`config.mk`:
```
export PLATFORM = sky130hd
export DESIGN_NAME = sdso_object_bank
export DESIGN_NICKNAME = d
export VERILOG_FILES = /design/src/hdl/sdso_pkg.sv /design/src/hdl/sdso_object_bank.sv /design/src/hdl/sdso_pos_counter.sv
export SDC_FILE = /design/constraint.sdc
export NUM_CORES = 1
export LEC_CHECK = 0
export ABC_AREA = 1
export ABC_CLOCK_PERIOD_IN_PS = 7800
export BUFFER_PORTS_ARGS = -buffer_cell sky130_fd_sc_hd__buf_2
export CELL_PAD_IN_SITES_DETAIL_PLACEMENT = 0
export CELL_PAD_IN_SITES_GLOBAL_PLACEMENT = 1
export CORE_MARGIN = 2
export CORE_UTILIZATION = 42
export DETAILED_ROUTE_END_ITERATION = 7
export PLACE_DENSITY_LB_ADDON = 0.1
export SKIP_CTS_REPAIR_TIMING = 1
export SLEW_MARGIN = 30
export SYNTH_ARGS = -nofsm -noshare
export SYNTH_HDL_FRONTEND = slang
export SYNTH_SLANG_ARGS = --single-unit
```
`constraint.sdc`:
```
create_clock -name i_clk_sys -period 7.8 [get_ports i_clk_sys]
set_input_delay 1.17 -clock i_clk_sys [delete_from_list [all_inputs] [get_ports i_clk_sys]]
set_output_delay 1.17 -clock i_clk_sys [all_outputs]
set_load 0.1 [all_outputs]
```
`src/hdl/sdso_pkg.sv`:
```
// Package for the drive status object bank: object indices, field positions,
// reset values, limits, fault codes, mode enumeration and carrier structs.
// Assumes every file of the bank imports it whole.
package sdso_pkg;

    // Object indices of the bank
    localparam logic [15:0] IDX_DIRECTION_INVERT = 16'h200d;
    localparam logic [15:0] IDX_ALARM_WORD = 16'h200e;
    localparam logic [15:0] IDX_DRIVE_STATUS_WORD = 16'h200f;
    localparam logic [15:0] IDX_POSITION_ZEROING = 16'h2010;
    localparam logic [15:0] IDX_LOOP_MODE_SELECT = 16'h2011;
    localparam logic [15:0] IDX_RESERVED_LO = 16'h2020;
    localparam logic [15:0] IDX_RESERVED_HI = 16'h2026;
    localparam logic [15:0] IDX_SPEED_COMMAND = 16'h2043;
    localparam logic [15:0] IDX_SPEED_ESTIMATE = 16'h2044;
    localparam logic [15:0] IDX_SUPPLY_VOLTAGE = 16'h2048;
    localparam logic [15:0] IDX_INPUT_PIN_LEVELS = 16'h2049;
    localparam logic [15:0] IDX_OUTPUT_PIN_LEVELS = 16'h204a;
    localparam logic [15:0] IDX_HARMONIC_AMPLITUDE = 16'h2060;
    localparam logic [15:0] IDX_RESONANCE_PHASE_A = 16'h2061;
    localparam logic [15:0] IDX_RESONANCE_PHASE_B = 16'h2062;
    localparam logic [15:0] IDX_PROFILE_FAULT_CODE = 16'h603f;
    localparam logic [15:0] IDX_CONTROL_WORD = 16'h6040;

    // Values after reset
    localparam logic [15:0] RST_OBJECT = 16'h0000;
    localparam logic [31:0] RST_POSITION = 32'h0000_0000;

    // Alarm word bit positions
    localparam int ALM_INT_VOLT_BIT = 0;
    localparam int ALM_OVERCURRENT_BIT = 1;
    localparam int ALM_OVERVOLT_BIT = 2;
    localparam int ALM_POS_ERROR_BIT = 7;

    // Status word bit positions
    localparam int STS_ENABLED_BIT = 0;
    localparam int STS_FAILED_BIT = 1;
    localparam int STS_IN_POSITION_BIT = 2;
    localparam int STS_RUNNING_BIT = 3;
    localparam int STS_HOMED_BIT = 4;
    localparam int STS_READY_BIT = 5;

    // Control word fault reset bit
    localparam int CW_FAULT_RESET_BIT = 7;

    // Profile fault codes
    localparam logic [15:0] FC_COMM_FAIL = 16'h7500;
    localparam logic [15:0] FC_VOLT_A = 16'h3150;
    localparam logic [15:0] FC_VOLT_B = 16'h3151;
    localparam logic [15:0] FC_TRACKING = 16'h8611;
    localparam logic [15:0] FC_OVERCURRENT = 16'h2211;
    localparam logic [15:0] FC_OVERVOLTAGE = 16'h3110;

    // Value ranges of the writable objects and readouts
    localparam logic [15:0] DIR_MAX = 16'h0001;
    localparam logic [15:0] ZERO_CMD = 16'h0001;
    localparam logic [15:0] ZERO_MAX = 16'h0001;
    localparam logic [15:0] MODE_MAX = 16'h0002;
    localparam logic [15:0] AMP_MAX = 16'h03e8;
    localparam logic [15:0] PHASE_MAX = 16'h0400;
    localparam logic signed [15:0] SPEED_LIMIT = 16'sh0bb8;

    // Number of input and output lines
    localparam int N_INPUT_LINES = 6;
    localparam int N_OUTPUT_LINES = 2;

    // Motor control loop selection
    typedef enum logic [1:0] {
        SDSO_OPEN_LOOP,
        SDSO_CLOSED_LOOP,
        SDSO_FIELD_ORIENTED_CONTROL
    } sdso_loop_mode_e;

    // Fault causes, present while the condition persists
    typedef struct packed {
        logic comm_fail;
        logic volt_a;
        logic volt_b;
        logic tracking;
        logic overcurrent;
        logic overvoltage;
    } sdso_fault_s;

    // Drive conditions reported by the motion logic
    typedef struct packed {
        logic enabled;
        logic in_position;
        logic running;
        logic homing_done;
        logic ready;
    } sdso_drive_s;

    // One object access from the fieldbus slave stack
    typedef struct packed {
        logic req;
        logic we;
        logic [15:0] index;
        logic [15:0] wdata;
    } sdso_obj_req_s;

endpackage

```
`src/hdl/sdso_object_bank.sv`:
```
// Drive status object bank: settings, alarm and fault reporting,
// position zeroing, readouts of speed, voltage and pin levels.
// Assumes the fieldbus slave stack and motion logic share i_clk_sys;
// only the input pins and the reset arrive from outside and are synchronised here.
// Operation
// - Invert object reverses motor rotation sense
// - Alarm word bits: voltage, current, overvoltage, tracking
// - Fault reset clears alarm word and fault code when no cause is present
// - Status word: enabled, failed, position, running, homed, ready
// - Writing one to zeroing object clears position
// - Position counter saturates instead of wrapping
// - Mode object: open, closed, field oriented
// - Open-loop-only variant ignores nonzero mode writes
// - Commanded speed readout limited to plus/minus 3000
// - Speed feedback returns estimated speed reference
// - Bus voltage reported in ten millivolt units
// - Six raw input levels in bits zero-five
// - Two output levels, zero meaning active
// - Harmonic amplitude setting, range 0 to 1000
// - A winding harmonic phase, range 0 to 1024
// - B winding harmonic phase, fixed by parameter, read only
// - Profile fault code loaded per fault cause
// - Actual position is signed step count, POS_WIDTH bits wide (32 by default)
`timescale 1ns/1ps
module sdso_object_bank #(
    parameter bit OPEN_LOOP_ONLY = 1'b1, // Variant without closed loop
    parameter logic [15:0] PHASE_B_SETTING = 16'h0000, // Fixed B phase
    parameter int POS_WIDTH = 32 // Width of the position count
) (
    input wire logic i_clk_sys,
    input wire logic i_reset_n,
    input wire logic i_clk_en,
    input wire sdso_pkg::sdso_obj_req_s i_obj,
    output logic o_obj_ack,
    output logic o_obj_abort,
    output logic [15:0] o_obj_rdata,
    input wire sdso_pkg::sdso_fault_s i_fault,
    input wire sdso_pkg::sdso_drive_s i_drive,
    input wire logic i_step_pulse,
    input wire logic i_cmd_dir,
    input wire logic signed [15:0] i_speed_cmd,
    input wire logic [15:0] i_bus_voltage,
    input wire logic [sdso_pkg::N_INPUT_LINES-1:0] i_input_lines,
    input wire logic [sdso_pkg::N_OUTPUT_LINES-1:0] i_output_active,
    output logic o_motor_dir,
    output sdso_pkg::sdso_loop_mode_e o_loop_mode,
    output logic [15:0] o_harmonic_amp,
    output logic [15:0] o_harmonic_phase_a,
    output logic [15:0] o_harmonic_phase_b,
    output logic signed [POS_WIDTH-1:0] o_position_actual,
    output logic o_fault_active
);
    import sdso_pkg::*;

    // Limits a signed speed to the reportable range
    function automatic logic [15:0] clamp_speed(input logic signed [15:0] v);
        if (v > SPEED_LIMIT) begin
            clamp_speed = SPEED_LIMIT;
        end else if (v < -SPEED_LIMIT) begin
            clamp_speed = -SPEED_LIMIT;
        end else begin
            clamp_speed = v;
        end
    endfunction

    // Profile fault code for the most urgent cause present
    function automatic logic [15:0] fault_to_code(input sdso_fault_s f);
        if (f.overcurrent) begin
            fault_to_code = FC_OVERCURRENT;
        end else if (f.overvoltage) begin
            fault_to_code = FC_OVERVOLTAGE;
        end else if (f.volt_a) begin
            fault_to_code = FC_VOLT_A;
        end else if (f.volt_b) begin
            fault_to_code = FC_VOLT_B;
        end else if (f.tracking) begin
            fault_to_code = FC_TRACKING;
        end else if (f.comm_fail) begin
            fault_to_code = FC_COMM_FAIL;
        end else begin
            fault_to_code = RST_OBJECT;
        end
    endfunction

    // Reset synchroniser, runs even with the clock enable low so reset always releases
    logic rst_meta; // First stage, read only by rst_sync
    logic rst_sync; // Reset used by the rest of the bank
    always_ff @(posedge i_clk_sys or negedge i_reset_n) begin
        if (!i_reset_n) begin
            rst_meta <= 1'b0;
            rst_sync <= 1'b0;
        end else begin
            rst_meta <= 1'b1;
            rst_sync <= rst_meta;
        end
    end

    // Input pin synchroniser; pins are asynchronous to the control clock
    logic [N_INPUT_LINES-1:0] in_meta; // First stage
    logic [N_INPUT_LINES-1:0] in_sync; // Safe copy of the pins
    always_ff @(posedge i_clk_sys or negedge rst_sync) begin
        if (!rst_sync) begin
            in_meta <= '0;
            in_sync <= '0;
        end else if (i_clk_en) begin
            in_meta <= i_input_lines;
            in_sync <= in_meta;
        end
    end

    // Settings and reported words
    logic [15:0] direction_invert; // Rotation sense inversion
    logic [15:0] alarm_word; // Sticky alarm bits
    logic [15:0] drive_status_word; // Condition bits
    logic [15:0] position_zeroing; // Last zeroing value written
    logic [15:0] loop_mode_select; // Control loop selection
    logic [15:0] speed_command_readout; // Clamped commanded speed
    logic [15:0] speed_estimate_readout; // Estimated speed
    logic [15:0] supply_voltage_readout; // Bus voltage in 10 mV
    logic [15:0] input_pin_levels; // Raw input levels
    logic [15:0] output_pin_levels; // Output levels, low is active
    logic [15:0] resonance_harmonic_amplitude; // Anti-resonance amplitude
    logic [15:0] resonance_phase_a; // A winding harmonic phase
    logic [15:0] profile_fault_code; // Profile fault code
    logic [15:0] control_word; // Last control word written
    logic motor_dir; // Registered rotation sense
    logic ack; // Access answered
    logic abort; // Access refused
    logic [15:0] rdata; // Read data register

    // Access decode
    wire is_wr = i_obj.req && i_obj.we;
    wire is_reserved = (i_obj.index >= IDX_RESERVED_LO) && (i_obj.index <= IDX_RESERVED_HI);
    wire hit_dir = (i_obj.index == IDX_DIRECTION_INVERT);
    wire hit_zero = (i_obj.index == IDX_POSITION_ZEROING);
    wire hit_mode = (i_obj.index == IDX_LOOP_MODE_SELECT);
    wire hit_amp = (i_obj.index == IDX_HARMONIC_AMPLITUDE);
    wire hit_pha = (i_obj.index == IDX_RESONANCE_PHASE_A);
    wire hit_fault = (i_obj.index == IDX_PROFILE_FAULT_CODE);
    wire hit_ctrl = (i_obj.index == IDX_CONTROL_WORD);
    // Value range check on the five settings; out-of-range writes are refused
    wire wr_dir = is_wr && hit_dir && (i_obj.wdata <= DIR_MAX);
    wire wr_zero = is_wr && hit_zero && (i_obj.wdata <= ZERO_MAX);
    wire wr_mode = is_wr && hit_mode && (i_obj.wdata <= MODE_MAX);
    wire wr_amp = is_wr && hit_amp && (i_obj.wdata <= AMP_MAX);
    wire wr_pha = is_wr && hit_pha && (i_obj.wdata <= PHASE_MAX);
    wire wr_fault = is_wr && hit_fault;
    wire wr_ctrl = is_wr && hit_ctrl;
    wire wr_ok = wr_dir || wr_zero || wr_mode || wr_amp || wr_pha || wr_fault || wr_ctrl;
    // Open-loop-only variant keeps open loop whatever is written
    wire [15:0] mode_stored = OPEN_LOOP_ONLY ? RST_OBJECT : i_obj.wdata;

    // Fault handling
    wire [15:0] alarm_now = (16'h0001 << ALM_INT_VOLT_BIT) & {16{i_fault.volt_a | i_fault.volt_b}}
        | (16'h0001 << ALM_OVERCURRENT_BIT) & {16{i_fault.overcurrent}}
        | (16'h0001 << ALM_OVERVOLT_BIT) & {16{i_fault.overvoltage}}
        | (16'h0001 << ALM_POS_ERROR_BIT) & {16{i_fault.tracking}};
    wire cause_any = |i_fault;
    wire fault_reset = wr_ctrl && i_obj.wdata[CW_FAULT_RESET_BIT];
    // Reset only takes effect once every cause has gone
    wire clear_ok = fault_reset && !cause_any;
    wire [15:0] code_now = fault_to_code(i_fault);
    // New cause wins over clear and over a master write
    wire [15:0] next_fault_code = cause_any ? code_now :
        clear_ok ? RST_OBJECT :
        wr_fault ? i_obj.wdata : profile_fault_code;
    wire [15:0] next_alarm = (clear_ok ? RST_OBJECT : alarm_word) | alarm_now;
    wire failed = (alarm_word != RST_OBJECT) || (profile_fault_code != RST_OBJECT);
    wire [15:0] next_status = (16'(i_drive.enabled) << STS_ENABLED_BIT)
        | (16'(failed) << STS_FAILED_BIT)
        | (16'(i_drive.in_position) << STS_IN_POSITION_BIT)
        | (16'(i_drive.running) << STS_RUNNING_BIT)
        | (16'(i_drive.homing_done) << STS_HOMED_BIT)
        | (16'(i_drive.ready) << STS_READY_BIT);

    // Read selection; reserved indices read as zero
    logic [15:0] rd_value;
    logic rd_known;
    always_comb begin
        rd_value = RST_OBJECT;
        rd_known = 1'b1;
        case (i_obj.index)
            IDX_DIRECTION_INVERT: rd_value = direction_invert;
            IDX_ALARM_WORD: rd_value = alarm_word;
            IDX_DRIVE_STATUS_WORD: rd_value = drive_status_word;
            IDX_POSITION_ZEROING: rd_value = position_zeroing;
            IDX_LOOP_MODE_SELECT: rd_value = loop_mode_select;
            IDX_SPEED_COMMAND: rd_value = speed_command_readout;
            IDX_SPEED_ESTIMATE: rd_value = speed_estimate_readout;
            IDX_SUPPLY_VOLTAGE: rd_value = supply_voltage_readout;
            IDX_INPUT_PIN_LEVELS: rd_value = input_pin_levels;
            IDX_OUTPUT_PIN_LEVELS: rd_value = output_pin_levels;
            IDX_HARMONIC_AMPLITUDE: rd_value = resonance_harmonic_amplitude;
            IDX_RESONANCE_PHASE_A: rd_value = resonance_phase_a;
            IDX_RESONANCE_PHASE_B: rd_value = PHASE_B_SETTING;
            IDX_PROFILE_FAULT_CODE: rd_value = profile_fault_code;
            IDX_CONTROL_WORD: rd_value = control_word;
            default: rd_known = is_reserved;
        endcase
    end
    // Reserved writes and read-only or out-of-range writes are refused
    wire refuse = i_obj.req && (i_obj.we ? (is_reserved || !wr_ok) : !rd_known);

    // Settings written by the master
    always_ff @(posedge i_clk_sys or negedge rst_sync) begin
        if (!rst_sync) begin
            direction_invert <= RST_OBJECT;
            position_zeroing <= RST_OBJECT;
            loop_mode_select <= RST_OBJECT;
            resonance_harmonic_amplitude <= RST_OBJECT;
            resonance_phase_a <= RST_OBJECT;
            control_word <= RST_OBJECT;
        end else if (i_clk_en) begin
            if (wr_dir) begin
                direction_invert <= i_obj.wdata;
            end
            if (wr_zero) begin
                position_zeroing <= i_obj.wdata;
            end
            if (wr_mode) begin
                loop_mode_select <= mode_stored;
            end
            if (wr_amp) begin
                resonance_harmonic_amplitude <= i_obj.wdata;
            end
            if (wr_pha) begin
                resonance_phase_a <= i_obj.wdata;
            end
            if (wr_ctrl) begin
                control_word <= i_obj.wdata;
            end
        end
    end

    // Reported words refresh on every control cycle with the clock enable high
    always_ff @(posedge i_clk_sys or negedge rst_sync) begin
        if (!rst_sync) begin
            alarm_word <= RST_OBJECT;
            profile_fault_code <= RST_OBJECT;
            drive_status_word <= RST_OBJECT;
            speed_command_readout <= RST_OBJECT;
            speed_estimate_readout <= RST_OBJECT;
            supply_voltage_readout <= RST_OBJECT;
            input_pin_levels <= RST_OBJECT;
            output_pin_levels <= RST_OBJECT;
        end else if (i_clk_en) begin
            alarm_word <= next_alarm;
            profile_fault_code <= next_fault_code;
            drive_status_word <= next_status;
            speed_command_readout <= clamp_speed(i_speed_cmd);
            // No encoder, so feedback is the estimate taken from the reference
            speed_estimate_readout <= clamp_speed(i_speed_cmd);
            supply_voltage_readout <= i_bus_voltage;
            input_pin_levels <= {{(16-N_INPUT_LINES){1'b0}}, in_sync};
            output_pin_levels <= {{(16-N_OUTPUT_LINES){1'b0}}, ~i_output_active};
        end
    end

    // Rotation sense and access answer
    always_ff @(posedge i_clk_sys or negedge rst_sync) begin
        if (!rst_sync) begin
            motor_dir <= 1'b0;
            ack <= 1'b0;
            abort <= 1'b0;
            rdata <= RST_OBJECT;
        end else if (i_clk_en) begin
            motor_dir <= i_cmd_dir ^ direction_invert[0];
            ack <= i_obj.req;
            abort <= refuse;
            rdata <= (i_obj.req && !i_obj.we) ? rd_value : RST_OBJECT;
        end
    end

    // Position counter; count up follows the commanded sense
    sdso_pos_counter #(
        .WIDTH(POS_WIDTH)
    ) u_pos_counter (
        .i_clk_sys(i_clk_sys),
        .i_rst_n(rst_sync),
        .i_clk_en(i_clk_en),
        .i_step(i_step_pulse),
        .i_up(i_cmd_dir),
        .i_clear(wr_zero && (i_obj.wdata == ZERO_CMD)),
        .o_count(o_position_actual)
    );

    assign o_obj_ack = ack;
    assign o_obj_abort = abort;
    assign o_obj_rdata = rdata;
    assign o_motor_dir = motor_dir;
    assign o_loop_mode = (loop_mode_select == 16'h0001) ? SDSO_CLOSED_LOOP :
        (loop_mode_select == MODE_MAX) ? SDSO_FIELD_ORIENTED_CONTROL : SDSO_OPEN_LOOP;
    assign o_harmonic_amp = resonance_harmonic_amplitude;
    assign o_harmonic_phase_a = resonance_phase_a;
    assign o_harmonic_phase_b = PHASE_B_SETTING;
    assign o_fault_active = drive_status_word[STS_FAILED_BIT];
endmodule

```
`src/hdl/sdso_pos_counter.sv`:
```
// Saturating signed step counter holding the actual position.
// Assumes step and direction come from logic on the same clock.
`timescale 1ns/1ps
module sdso_pos_counter #(
    parameter int WIDTH = 32
) (
    input wire logic i_clk_sys,
    input wire logic i_rst_n,
    input wire logic i_clk_en,
    input wire logic i_step,
    input wire logic i_up,
    input wire logic i_clear,
    output logic signed [WIDTH-1:0] o_count
);
    import sdso_pkg::*;

    // Saturation limits of a signed count
    localparam logic signed [WIDTH-1:0] CNT_MAX = {1'b0, {(WIDTH-1){1'b1}}};
    localparam logic signed [WIDTH-1:0] CNT_MIN = {1'b1, {(WIDTH-1){1'b0}}};

    logic signed [WIDTH-1:0] count; // Position in step pulses
    logic signed [WIDTH-1:0] next_count; // Value for the next edge
    logic at_max; // Counter pinned high
    logic at_min; // Counter pinned low

    assign at_max = (count == CNT_MAX);
    assign at_min = (count == CNT_MIN);
    // Clear beats stepping; a long one-way move pins instead of wrapping
    assign next_count = i_clear ? RST_POSITION[WIDTH-1:0] :
        (!i_step) ? count :
        (i_up && !at_max) ? count + 1'b1 :
        (!i_up && !at_min) ? count - 1'b1 :
        count;

    // Counter register, frozen while the clock enable is low
    always_ff @(posedge i_clk_sys or negedge i_rst_n) begin
        if (!i_rst_n) begin
            count <= RST_POSITION[WIDTH-1:0];
        end else if (i_clk_en) begin
            count <= next_count;
        end
    end

    assign o_count = count;
endmodule
```
==> qor.csv <==
metric;value;unit
number of synthesized flops with an enable pin;0;
prevailing post-synth register cell;dfrtp_1;
final weighted congestion of routability-driven global placement;0.901;
Worst Reg2Reg Path Length in Cells;16;
Die Width;178;um
share of post-route cells with drive strength above 1;0.138;
Worst R2R End;u_pos_counter.o_count[21];
share of power burned in the clock network;0.265;
worst setup margin;4.12;ns
top cells by area in the synthesized netlist;dfrtp_1 42%, nand2_1 16%, inv_1 6.5%;
leakage component of the power;7.93;nW
Reg clk slew, reported paths;0.06;ns
clk sink count;211;
Reg-to-Reg Start;u_pos_counter.o_count[0];
depth of the CTS H-tree;1;
net switching component of the power;0.00207;W
worst rel slew slack;0.369;
total power per unit cell area;300;nW/um^2
most instantiated cells after synthesis;546 x nand2_1, 221 x inv_1, 212 x nor2_1;
CP endpoint;u_pos_counter.o_count[21];
area used by multi-input combinational logic;6300;um^2
met1 usage in global routing;0.383;
number of vias per cell;5.12;
Max Freq;272;MHz
unrepaired setup endpoints after global routing;no;
run status;finished, final reports clean;
TritonCTS clock tree;yes;
maximum fanout encountered on the critical timing path;41;
cell type with the largest total area after synthesis;dfrtp_1;
number of top-level design ports;192;
share of Yosys cell area claimed by the top area cell type;0.415;
R2R Setup Slk;4.12;ns
DRT Wirelength;41900;um
wire length of the first global-routing pass;64600;um
portion of the clock cycle consumed by the worst path in the final layout;0.472;
vias after detailed routing;12200;
master cell of the clock root buffer;clkbuf_16;
Synth cell types;49;
pin count of the biggest net entering global routing;78;
sequential cell fraction of total power;0.310;
number of filler cells placed in the layout;3036;
FFs w/ async S/R, synth;1.00;
HPWL after detailed placement;32100;um
Gate Count Post-Synth;1803;
internal power of the cells;0.00235;W
Setup crit start;u_pos_counter.o_count[0];
clock insertion delay at the later pin of the skew report;0.52;ns
Global Route Usage Sum;0.264;
minimum period implied by the final worst setup slack;3.68;ns
count of input and output buffers;173;
Storage cell area;5280;um^2
Post-Syn Area per Cell;7.05;um^2
hold violation total from the final report;0;
critical path launch point type;flop;
Final setup viols;0;
worst-case clock buffer depth;3;
#FFs+latches synth;211;
Initial Util;0.428;
Peak supply drop;0.330;mV
flip-flop count of the largest register after layout;32;
layer with the highest usage after global routing;met2;
post-detailed-route DRC marker count;0;
Initial DRC Count;845;
share of power burned in combinational logic;0.425;
HP Class;reg2async;
met2 Resource Use GR;0.429;
actual slew at the worst max-slew pin;0.942;ns
number of global-route vias before repair;11400;
grt met3 use;0.0294;
final-stage net count;2097;
number of buffers created by CTS;25;
Clock Skews;0.0127;ns
# Max-Cap Violations;0;
initial antenna violation count;0;
Total Power;0.00441;W
switching part of the total;0.468;
full die area;31700;um^2
Data required, critical path;8.22;ns
area overhead of the layout relative to synthesis;15.8;%
post-layout utilization of the core;0.495;
data arrival at the endpoint of the critical path;4.10;ns
final sum of negative setup slack;0;ns
post-synth design cell area;12700;um^2
average wire per cell in the routed design;17.6;um
overall overflow remaining after global route;0;
Initial DRT Pass Iterations;5;
Yosys warnings;0;
sequential area share after synthesis;0.415;
Die H;178;um
core area;29700;um^2
cell with the most instances after synthesis;nand2_1;
diode insertion count for antenna repair;0;
row cnt;63;
Detail Route Antenna Nets;0;
path type of the worst setup path;reg2reg;
final max-slew violation count;0;
worst setup timing slack at the placement stage;4.03;ns
Worst Setup End Kind;flop;
## worst min path at each step
stage | slack [ns] | depth (start not counted) | start | endpoint
final | 0.30 | 0 | rst_sync | o_harmonic_amp[10]
after global routing | 0.35 | 0 | rst_sync | o_harmonic_amp[10]
after CTS | 0.33 | 0 | rst_sync | o_harmonic_amp[10]
after detailed placement | 0.32 | 0 | rst_sync | o_harmonic_amp[10]
after global placement | 0.34 | 0 | rst_meta | rst_sync
after floorplan | 0.33 | 0 | rst_meta | rst_sync
## cell type report
cell class | count | share of cell area
clock buffers | 32 | 0.0463
clock inverters | 13 | 0.00952
inverters | 232 | 0.0592
multi-input cells | 1318 | 0.428
flip-flops and latches | 211 | 0.359
well taps | 390 | 0.0331
repair buffers | 180 | 0.0651
## per-layer routing
layer / up-vias / routed length, um
li1: 6077 / -
met1: 5694 / 19500
met2: 359 / 19200
met5: - / 0
met4: 0 / 681
met3: 46 / 2430
## through the flow
step                      hold WS, ns  cells  instance area [um^2]
final                           0.300   2376                 14700
after global placement          0.336   2329                 13800
after detailed placement        0.321   2330                 13900
after global routing            0.353   2376                 14700
after floorplan                 0.331   1820                 12800
after CTS                       0.326   2375                 14700
## power by group through the flow
stage          sequential, W  clock (W)  combinational, W
2_1_floorplan        0.00192          0          0.000883
3_3_place_gp         0.00139          0           0.00186
3_5_place_dp         0.00139          0           0.00186
4_1_cts              0.00137    0.00119           0.00187
5_1_grt              0.00139    0.00124           0.00204
6_report             0.00137    0.00117           0.00188
## cell usage in the layout, fill, tap and decap left out, types with 5 or more instances in the layout
master and instances:
nand2_1 545, inv_1 220, nor2_1 211, dfrtp_1 210, buf_2 173, nand3_1 143
o21ai_0 137, a21oi_1 61, ha_1 38, nand4_1 29, clkbuf_16 25, o22ai_1 20
conb_1 19, nor3_1 18, nor2_2 12, inv_2 11, xnor2_1 11, o21ai_1 9
nand2_2 8, nor4_1 6, nor2_4 6, nand3b_1 6, nand3_2 5, xor2_1 5
buf_4 5
## logic make-up after synthesis
| family | count (synthesis) | synth area share |
|---|---|---|
| flops | 211 | 0.415 |
| mux | 4 | 0.00344 |
| xor+xnor | 16 | 0.0110 |
| simple gates | 999 | 0.335 |
| compound gates | 241 | 0.101 |
| other cells | 2 | 0.000591 |
| buf+inv | 291 | 0.0949 |
| fa+ha+maj | 39 | 0.0390 |
## worst max-delay path, stage by stage, from the launching register on
cell	delay [ns]
dfrtp_1	0.53
nand2_1	0.09
nor3_1	0.14
nand2_1	0.10
nor2_1	0.24
nand2_1	0.15
nand2_2	0.67
ha_1	0.43
a21oi_1	0.23
and2_1	0.21
nor2_1	0.07
o21ai_0	0.21
nand3_1	0.19
nor2_1	0.12
nor2_1	0.05
nand2_1	0.08
nand2_1	0.04
No activity file was read; power rests on OpenSTA's default activity.
